`config.mk`:
```
export PLATFORM = sky130hd
export DESIGN_NAME = rpmc_top
export DESIGN_NICKNAME = d
export VERILOG_FILES = /design/src/design/rpmc_pkg.sv /design/src/design/rpmc_src_sync.sv /design/src/design/rpmc_top.sv
export SDC_FILE = /design/constraint.sdc
export NUM_CORES = 1
export LEC_CHECK = 0
export BUFFER_PORTS_ARGS = -buffer_cell sky130_fd_sc_hd__buf_2
export CORE_MARGIN = 2
export CORE_UTILIZATION = 55
export CTS_BUF_LIST = sky130_fd_sc_hd__clkbuf_8
export DETAILED_ROUTE_END_ITERATION = 7
export GPL_ROUTABILITY_DRIVEN = 0
export PLACE_DENSITY = 0.84
export SLEW_MARGIN = 20
export SYNTH_ARGS = -nofsm -noshare
export SYNTH_HDL_FRONTEND = slang
export SYNTH_SLANG_ARGS = --single-unit
```
`constraint.sdc`:
```
create_clock -name clk_sys -period 7.88 [get_ports clk_sys]
set_input_delay 1.576 -clock clk_sys [delete_from_list [all_inputs] [get_ports clk_sys]]
set_output_delay 1.576 -clock clk_sys [all_outputs]
set_load 0.02 [all_outputs]
```
`src/design/rpmc_pkg.sv`:
```
// Package of the periodic match counter: register map, layouts, reset values, divisors
package rpmc_pkg;

  // ************************************************************
  // Register map and bus constants
  // ************************************************************
  localparam int          AXI_ADDR_W     = 12;
  localparam logic [11:0] OFF_STATUS_CTL = 12'h000;   // status_control
  localparam logic [11:0] OFF_CUR_COUNT  = 12'h004;   // current_count
  localparam logic [11:0] OFF_MATCH_LIM  = 12'h008;   // match_limit
  localparam logic [1:0]  RESP_OKAY      = 2'h0;
  localparam logic [1:0]  RESP_SLVERR    = 2'h2;

  // ************************************************************
  // Field positions and reset values
  // ************************************************************
  localparam int         BIT_FLAG       = 7;
  localparam int         BIT_SRC_HI     = 6;
  localparam int         BIT_SRC_LO     = 5;
  localparam int         BIT_IRQ_EN     = 4;
  localparam int         BIT_PS_HI      = 3;
  localparam int         BIT_PS_LO      = 0;
  localparam logic [7:0] RST_COUNT      = 8'h00;
  localparam logic [7:0] RST_LIMIT      = 8'h00;
  localparam logic [3:0] PS_OFF         = 4'h0;
  localparam logic [1:0] SRC_LOW_POWER  = 2'h0;
  localparam int         PRESC_W        = 18;
  localparam int         NUM_SRC        = 3;

  // Register selected by a bus address
  typedef enum logic [1:0] {
    RPMC_SEL_SC   = 2'h0,
    RPMC_SEL_CNT  = 2'h1,
    RPMC_SEL_LIM  = 2'h3,
    RPMC_SEL_NONE = 2'h2
  } rpmc_sel_type;

  // AXI4-Lite request from the master
  typedef struct packed {
    logic                  awvalid;
    logic [AXI_ADDR_W-1:0] awaddr;
    logic                  wvalid;
    logic [31:0]           wdata;
    logic [3:0]            wstrb;
    logic                  bready;
    logic                  arvalid;
    logic [AXI_ADDR_W-1:0] araddr;
    logic                  rready;
  } rpmc_axi_req_type;

  // AXI4-Lite answer of the slave
  typedef struct packed {
    logic        awready;
    logic        wready;
    logic        bvalid;
    logic [1:0]  bresp;
    logic        arready;
    logic        rvalid;
    logic [31:0] rdata;
    logic [1:0]  rresp;
  } rpmc_axi_rsp_type;

  // Divide ratio for a prescale setting; 0 means off
  function automatic logic [PRESC_W-1:0] rpmc_divisor(input logic [3:0] ps, input logic hi);
    logic [PRESC_W-1:0] d;
    d = 18'h00000;
    case ({hi, ps})
      5'h01: d = 18'h00008;  5'h02: d = 18'h00020;  5'h03: d = 18'h00040;
      5'h04: d = 18'h00080;  5'h05: d = 18'h00100;  5'h06: d = 18'h00200;
      5'h07: d = 18'h00400;  5'h08: d = 18'h00001;  5'h09: d = 18'h00002;
      5'h0a: d = 18'h00004;  5'h0b: d = 18'h0000a;  5'h0c: d = 18'h00010;
      5'h0d: d = 18'h00064;  5'h0e: d = 18'h001f4;  5'h0f: d = 18'h003e8;
      5'h11: d = 18'h00400;  5'h12: d = 18'h00800;  5'h13: d = 18'h01000;
      5'h14: d = 18'h02000;  5'h15: d = 18'h04000;  5'h16: d = 18'h08000;
      5'h17: d = 18'h10000;  5'h18: d = 18'h003e8;  5'h19: d = 18'h007d0;
      5'h1a: d = 18'h01388;  5'h1b: d = 18'h02710;  5'h1c: d = 18'h04e20;
      5'h1d: d = 18'h0c350;  5'h1e: d = 18'h186a0;  5'h1f: d = 18'h30d40;
      default: d = 18'h00000;
    endcase
    return d;
  endfunction

endpackage

```
`src/design/rpmc_src_sync.sv`:
```
// Synchroniser and rising-edge detector for the counter's source clocks
`timescale 1ns/10ps
`default_nettype none

module rpmc_src_sync #(
  parameter int N = 3
) (
  // Clock and reset
  input  wire  logic         clk_sys,
  input  wire  logic         rst,
  // Foreign source clocks
  input  wire  logic [N-1:0] src_clk,
  // One-cycle pulse per source rising edge
  output var   logic [N-1:0] src_rise
);

  // ************************************************************
  // Per-source two-flop synchroniser, then edge stage
  // ************************************************************
  genvar g;
  generate
    for (g = 0; g < N; g = g + 1) begin : gen_src
      logic meta;
      logic sync;
      logic last;
      // Only sync reads meta; edge logic looks at sync and last
      always_ff @(posedge clk_sys or posedge rst) begin
        if (rst) begin
          meta        <= 1'b0;
          sync        <= 1'b0;
          last        <= 1'b0;
          src_rise[g] <= 1'b0;
        end else begin
          meta        <= src_clk[g];
          sync        <= meta;
          last        <= sync;
          src_rise[g] <= sync & ~last;
        end
      end
    end
  endgenerate

endmodule

`default_nettype wire

```
`src/design/rpmc_top.sv`:
```
// Periodic match counter: prescaler, 8-bit match counter and AXI4-Lite registers
//
// Register access over AXI4-Lite and the register offsets were decided locally.
`timescale 1ns/10ps
`default_nettype none

module rpmc_top (
  // Clock and reset
  input  wire  logic                      clk_sys,
  input  wire  logic                      rst,
  // Register bus
  input  wire  rpmc_pkg::rpmc_axi_req_type axi_req,
  output var   rpmc_pkg::rpmc_axi_rsp_type axi_rsp,
  // Source clocks from the clock generator
  input  wire  logic                      low_power_osc_clock,
  input  wire  logic                      external_ref_clock,
  input  wire  logic                      internal_ref_clock,
  // Chip mode indications
  input  wire  logic                      stop_deep,
  input  wire  logic                      debug_active,
  // Interrupt request to the processor
  output var   logic                      match_irq
);

  // ************************************************************
  // State of the block
  // ************************************************************
  typedef struct packed {
    logic                               match_flag;
    logic [1:0]                         source_clock_select;
    logic                               match_irq_enable;
    logic [3:0]                         prescale_select;
    logic [7:0]                         current_count;
    logic [7:0]                         match_limit;
    logic [rpmc_pkg::PRESC_W-1:0]       presc;
    logic                               irq;
    logic                               have_aw;
    logic [rpmc_pkg::AXI_ADDR_W-1:0]    waddr;
    logic                               have_w;
    logic [31:0]                        wdata;
    logic [3:0]                         wstrb;
    rpmc_pkg::rpmc_axi_rsp_type         rsp;
  } rpmc_state_type;

  rpmc_state_type               s;
  rpmc_state_type               next_s;
  logic [rpmc_pkg::NUM_SRC-1:0] src_rise;
  logic                         src_edge;
  logic                         run;
  logic                         tick;
  logic                         wrap;
  logic                         do_write;
  logic                         wr_sc;
  logic                         wr_lim;
  logic                         wr_cnt;
  logic                         flag_clr;
  logic                         cfg_clear;
  logic [rpmc_pkg::PRESC_W-1:0] div;

  // Map a byte address to a register
  function automatic rpmc_pkg::rpmc_sel_type rpmc_decode(
      input logic [rpmc_pkg::AXI_ADDR_W-1:0] a);
    rpmc_pkg::rpmc_sel_type r;
    r = rpmc_pkg::RPMC_SEL_NONE;
    case (a)
      rpmc_pkg::OFF_STATUS_CTL: r = rpmc_pkg::RPMC_SEL_SC;
      rpmc_pkg::OFF_CUR_COUNT:  r = rpmc_pkg::RPMC_SEL_CNT;
      rpmc_pkg::OFF_MATCH_LIM:  r = rpmc_pkg::RPMC_SEL_LIM;
      default:                  r = rpmc_pkg::RPMC_SEL_NONE;
    endcase
    return r;
  endfunction

  // ************************************************************
  // Source clock synchronisers
  // ************************************************************
  rpmc_src_sync #(
    .N (rpmc_pkg::NUM_SRC)
  ) u_sync (
    .clk_sys  (clk_sys),
    .rst      (rst),
    .src_clk  ({internal_ref_clock, external_ref_clock, low_power_osc_clock}),
    .src_rise (src_rise)
  );

  // ************************************************************
  // Next-state logic
  // ************************************************************
  always_comb begin
    next_s    = s;
    src_edge  = 1'b0;
    run       = 1'b0;
    tick      = 1'b0;
    wrap      = 1'b0;
    do_write  = 1'b0;
    wr_sc     = 1'b0;
    wr_lim    = 1'b0;
    wr_cnt    = 1'b0;
    flag_clr  = 1'b0;
    cfg_clear = 1'b0;
    div       = rpmc_pkg::rpmc_divisor(s.prescale_select, s.source_clock_select[0]);

    case (s.source_clock_select)
      2'h0:    src_edge = src_rise[0];
      2'h1:    src_edge = src_rise[1];
      default: src_edge = src_rise[2];
    endcase

    // prescale zero keeps the prescaler off
    // in deep stop only the low-power source keeps running
    // wait mode does not gate the counter
    run = (s.prescale_select != rpmc_pkg::PS_OFF) && !debug_active &&
          !(stop_deep && (s.source_clock_select != rpmc_pkg::SRC_LOW_POWER));

    // prescaler divides source edges by the selected ratio
    if (run && src_edge) begin
      if (s.presc >= div - 18'h00001) begin
        next_s.presc = '0;
        tick         = 1'b1;
      end else begin
        next_s.presc = s.presc + 18'h00001;
      end
    end

    // up-counter compared with the match limit
    // wrap to zero on the tick after a match
    if (tick) begin
      if (s.current_count == s.match_limit) begin
        next_s.current_count = rpmc_pkg::RST_COUNT;
        wrap                 = 1'b1;
      end else begin
        next_s.current_count = s.current_count + 8'h01;
      end
    end

    // Write channel capture, either order
    if (axi_req.awvalid && s.rsp.awready) begin
      next_s.have_aw = 1'b1;
      next_s.waddr   = axi_req.awaddr;
    end
    if (axi_req.wvalid && s.rsp.wready) begin
      next_s.have_w = 1'b1;
      next_s.wdata  = axi_req.wdata;
      next_s.wstrb  = axi_req.wstrb;
    end
    if (s.rsp.bvalid && axi_req.bready) begin
      next_s.rsp.bvalid = 1'b0;
    end

    // Register write once address and data are both held
    do_write = s.have_aw && s.have_w && !s.rsp.bvalid;
    if (do_write) begin
      next_s.have_aw    = 1'b0;
      next_s.have_w     = 1'b0;
      next_s.rsp.bvalid = 1'b1;
      next_s.rsp.bresp  = rpmc_pkg::RESP_OKAY;
      case (rpmc_decode(s.waddr))
        rpmc_pkg::RPMC_SEL_SC:  wr_sc  = s.wstrb[0];
        rpmc_pkg::RPMC_SEL_LIM: wr_lim = s.wstrb[0];
        rpmc_pkg::RPMC_SEL_CNT: wr_cnt = s.wstrb[0];
        default:                next_s.rsp.bresp = rpmc_pkg::RESP_SLVERR;
      endcase
    end

    if (wr_sc) begin
      // written one clears the flag, zero does nothing
      flag_clr = s.wdata[rpmc_pkg::BIT_FLAG];
      next_s.match_irq_enable = s.wdata[rpmc_pkg::BIT_IRQ_EN];
      next_s.source_clock_select = s.wdata[rpmc_pkg::BIT_SRC_HI:rpmc_pkg::BIT_SRC_LO];
      next_s.prescale_select = s.wdata[rpmc_pkg::BIT_PS_HI:rpmc_pkg::BIT_PS_LO];
      cfg_clear = (s.wdata[rpmc_pkg::BIT_SRC_HI:rpmc_pkg::BIT_SRC_LO] != s.source_clock_select) ||
                  (s.wdata[rpmc_pkg::BIT_PS_HI:rpmc_pkg::BIT_PS_LO] != s.prescale_select);
    end
    if (wr_lim) begin
      next_s.match_limit = s.wdata[7:0];
      cfg_clear          = 1'b1;
    end
    if (cfg_clear) begin
      next_s.presc         = '0;
      next_s.current_count = rpmc_pkg::RST_COUNT;
    end

    // set wins over a same-cycle clear
    if (flag_clr) begin
      next_s.match_flag = 1'b0;
    end
    if (wrap) begin
      next_s.match_flag = 1'b1;
    end

    // the request is registered from the next flag and enable values
    next_s.irq = next_s.match_flag && next_s.match_irq_enable;

    // Read channel
    if (s.rsp.rvalid && axi_req.rready) begin
      next_s.rsp.rvalid = 1'b0;
    end
    if (axi_req.arvalid && s.rsp.arready) begin
      next_s.rsp.rvalid = 1'b1;
      next_s.rsp.rresp  = rpmc_pkg::RESP_OKAY;
      next_s.rsp.rdata  = 32'h00000000;
      case (rpmc_decode(axi_req.araddr))
        rpmc_pkg::RPMC_SEL_SC:  next_s.rsp.rdata[7:0] = {s.match_flag, s.source_clock_select,
                                                         s.match_irq_enable, s.prescale_select};
        rpmc_pkg::RPMC_SEL_CNT: next_s.rsp.rdata[7:0] = s.current_count;
        rpmc_pkg::RPMC_SEL_LIM: next_s.rsp.rdata[7:0] = s.match_limit;
        default:                next_s.rsp.rresp      = rpmc_pkg::RESP_SLVERR;
      endcase
    end

    // Ready flags stand from registers
    next_s.rsp.awready = !next_s.have_aw && !next_s.rsp.bvalid;
    next_s.rsp.wready  = !next_s.have_w && !next_s.rsp.bvalid;
    next_s.rsp.arready = !next_s.rsp.rvalid;
  end

  // ************************************************************
  // State register
  // ************************************************************
  always_ff @(posedge clk_sys or posedge rst) begin
    if (rst) begin
      s                     <= '0;
      s.current_count       <= rpmc_pkg::RST_COUNT;
      s.match_limit         <= rpmc_pkg::RST_LIMIT;
      s.prescale_select     <= rpmc_pkg::PS_OFF;
      s.source_clock_select <= rpmc_pkg::SRC_LOW_POWER;
      s.rsp.awready         <= 1'b1;
      s.rsp.wready          <= 1'b1;
      s.rsp.arready         <= 1'b1;
    end else begin
      s <= next_s;
    end
  end

  // Outputs come straight from the state register
  assign axi_rsp   = s.rsp;
  assign match_irq = s.irq;
endmodule

`default_nettype wire

```
==> summary.txt <==
Synthesis
  – Most frequent cells after synthesis: dfrtp_1 (90), nand2_1 (51), buf_4 (42)
  – Mux cell area share after synthesis: 8.403%
  – Synth warn: 0
  – Area leader, netlist: dfrtp_1
  – Main synth FF type: dfrtp_1
  – Simple-gate area share of the yosys netlist: about 18%
  – Post-Syn Instances: 601
  – Fraction of the mapped netlist area in adder cells: 5.853%
  – Most common cell in the netlist: dfrtp_1
  – Synth Area in Compound Gates: 15.87%
  – Syn_area_per_cell: 9.960 um2
  – Largest family of logic cells by synthesized area: simple AND/OR/NAND/NOR gates
  – Async S/R FF share, synth: 100.0%
  – Sequential share of the synthesized area: 38.94%
  – Post-synth top area share: around 38%
  – Ranking of synthesized cells by area: dfrtp_1 (38%), mux2_2 (6.4%), ha_1 (5.9%)
  – Post-Syn Area: between 0.005 and 0.006 mm2
  – Distinct cells, synth: 70
  – EDFF count, synth: 0
  – Xor/xnor cell area share of the yosys netlist: 3.951%
  – Yosys reg bits: a little over 90

Routing
  – Post-Route WL: 12.66 mm
  – Initial detailed-routing violation count: 288
  – DRC Markers: 0
  – DR WL/cell: ~16 um
  – Routed vias: 4,630
  – Post-DRT Antenna Nets: 0
  – DRT Pass-1 Iters: 5
  – Via density per instance: ~5.9

Clock tree
  – Root Driver: clkbuf_8
  – Post-CTS Resized: 0
  – CTS tree: yes
  – Num Clock Sinks: 93
  – H-Tree Depth: 3
  – Clk slew on worst S/H paths: 0.10 ns
  – Num CTS Buffers: 9
  – Setup bufs post-CTS: 0
  – Clock latency at the later pin of the worst-skew pair: 0.37 ns
  – Hold_buf cts: 0
  – CTS Buffer Depth: 2

Placement
  – Setup WS pre-CTS: 2.712 ns
  – IO buf count: 60
  – Dpl hpwl: around 9.2 mm
  – DP Cell Count: 763
  – DP Area: between 0.006 and 0.007 mm2

Timing
  – Slew @ Worst Pin: 0.8798 ns
  – Setup TNS: 0 ns
  – Number of setup violations in the final report: 0
  – Max Clock Freq: 0.1887 GHz
  – RSZ-0062 raised after global routing: false
  – Final Hold Vio Count: 0
  – Max_slew headroom: 41.35%
  – Setup ws final: ~2.6 ns
  – Max Slew Vio Count: 0
  – Fin crit period: between 5 and 6 ns
  – Tcrit/Tclk final: between 60% and 70%
  – Post-Route Skew: 0.01159 ns

Setup path
  – Worst Path Max Fanout: 14
  – CP Launch Type: flop
  – Required @ worst endpoint: a little over 8 ns
  – Nature of the critical path endpoint: flop
  – Worst EP arrival: roughly 5.6 ns
  – Critical path class: flop to flop

Power and ir drop
  – Leakage power: 2.976 nW
  – Peak supply drop: ~0.23 mV
  – P per Cell Area: 188.0 mW/mm2

Final layout
  – Diodes inserted: 0
  – Fraction of layout cells with a size suffix above 1: between 20% and 30%
  – Core Util, Final: 59.07%
  – Finished Cell Area: 0.006347 mm2
  – Area growth syn-to-layout: 6.041%
  – FILL cells: between 800 and 900
  – Finished Layout Cells: 779
  – Nets@finish: ~730

Global route
  – Number of global-route vias before repair: 4,490
  – GRT overflow: 0
  – Antenna violations before repair: 0
  – Largest net degree at the start of global routing: 94
  – All-layer global routing usage: a little under a quarter
  – First-pass GRT wire length: 21.34 mm

Floorplanning
  – Die outline height: 108.3 um
  – Die width: 108.3 um
  – Starting Density: 55.71%
  – IO Count: 114
  – Placeable Area: 0.01075 mm2
  – Die area: 0.01173 mm2
  – Row Count: 38

Worst hold path
  – Hold Crit Class: flop to flop

Run status
  – Status: finished, final reports clean

Run
  – Max-cap check violation count: 0
-- routing by layer --
metal / part of all wire, % / vias up / GRT usage (%)
met1: 43 / 2246 / 29.78
met4: 2.2 / 0 / 8.059
met2: 50 / 181 / 37.78
met3: 5.4 / 28 / 5.063
met5: 0 / - / 0
li1: - / 2175 / -
-- power breakdown --
group | internal [mW] | leakage, nW | switching, mW
clock network | 0.156 | 0.111 | 0.189
logic | 0.108 | 1.71 | 0.116
registers | 0.558 | 1.15 | 0.0664
-- flip-flops by register name, indices dropped and copies added, names as in the netlist --
register,flops
u_sync.src_rise,3
s,65
u_sync.gen_src.last,3
match_irq,1
u_sync.gen_src.sync,3
axi_rsp,15
u_sync.gen_src.meta,3
-- final timing paths --
path                                          endpoint  slack, ns                   start  depth (start not counted)
min in group asynchronous                        s[51]       1.42                     rst                          3
max in group asynchronous                        s[99]       5.92                     rst                          3
worst max-delay path                            s[101]       2.58                  s[126]                         16
worst max register to register                  s[101]       2.58                  s[126]                         16
worst min register to register  u_sync.gen_src[2].sync       0.36  u_sync.gen_src[2].meta                          0
worst min-delay path            u_sync.gen_src[2].sync       0.36  u_sync.gen_src[2].meta                          0
-- cells by family after synthesis --
family / after synthesis
compound gates: 124
xor+xnor: 27
fa+ha+maj: 28
buf+inv: 83
flops: 93
mux: 46
other cells: 1
simple gates: 199
-- through the flow --
stage	hold slack [ns]	power (mW)
2_1_floorplan	0.3312	0.8097
3_3_place_gp	0.3378	0.8349
3_5_place_dp	0.3381	0.8573
4_1_cts	0.3635	1.204
5_1_grt	0.3660	1.255
6_report	0.3588	1.194
-- worst max-delay path, cell delays in order, from the launching register on --
cell and delay [ns]:
dfrtp_1 0.58, inv_1 0.22, ha_1 0.34, or3b_2 0.46, a21boi_0 0.55, a211oi_1 0.14, nand3_1 0.19, nor2_1 0.09
o211ai_1 0.20, ha_1 0.29, a21o_1 0.21, a211o_1 0.23, o32a_1 0.38, nor4_1 0.19, buf_4 0.24, nor2b_1 0.65
a22o_1 0.26
-- cells in the final DEF, fill, tap and decap left out, types with 4 or more instances in the layout --
master     n
a22o_1    15
conb_1    26
nor3_1    12
nor2b_1   13
a21oi_1   20
nor4_2     4
xnor2_1   20
and3_1     6
xor2_1     7
o22ai_1    4
inv_8      4
or2_2      5
inv_1     14
o21ai_0   24
mux2i_1   12
nand4_1   10
dfrtp_1   90
a21o_1     9
nand3_1   19
nor4_1     8
buf_4      4
clkbuf_8   9
buf_2     60
o41ai_2    4
ha_1      28
nor2_1    34
nand2_1   51
nand3b_1   5
nor3b_1    5
nand2b_1   7
a31oi_1    7
mux2_2    34
o211ai_1   7
-- area by class of cell --
cell class / instances / area, um2 / share of cell area (%)
Multi-Input combinational cell: 450 / 3229 / 50.88
Sequential cell: 93 / 2331 / 36.72
Timing Repair Buffer: 65 / 341.6 / 5.381
Tap cell: 140 / 175.2 / 2.760
Clock buffer: 9 / 123.9 / 1.952
Clock inverter: 7 / 88.84 / 1.400
Inverter: 15 / 57.56 / 0.9068
No activity file was read; power rests on OpenSTA's default activity.
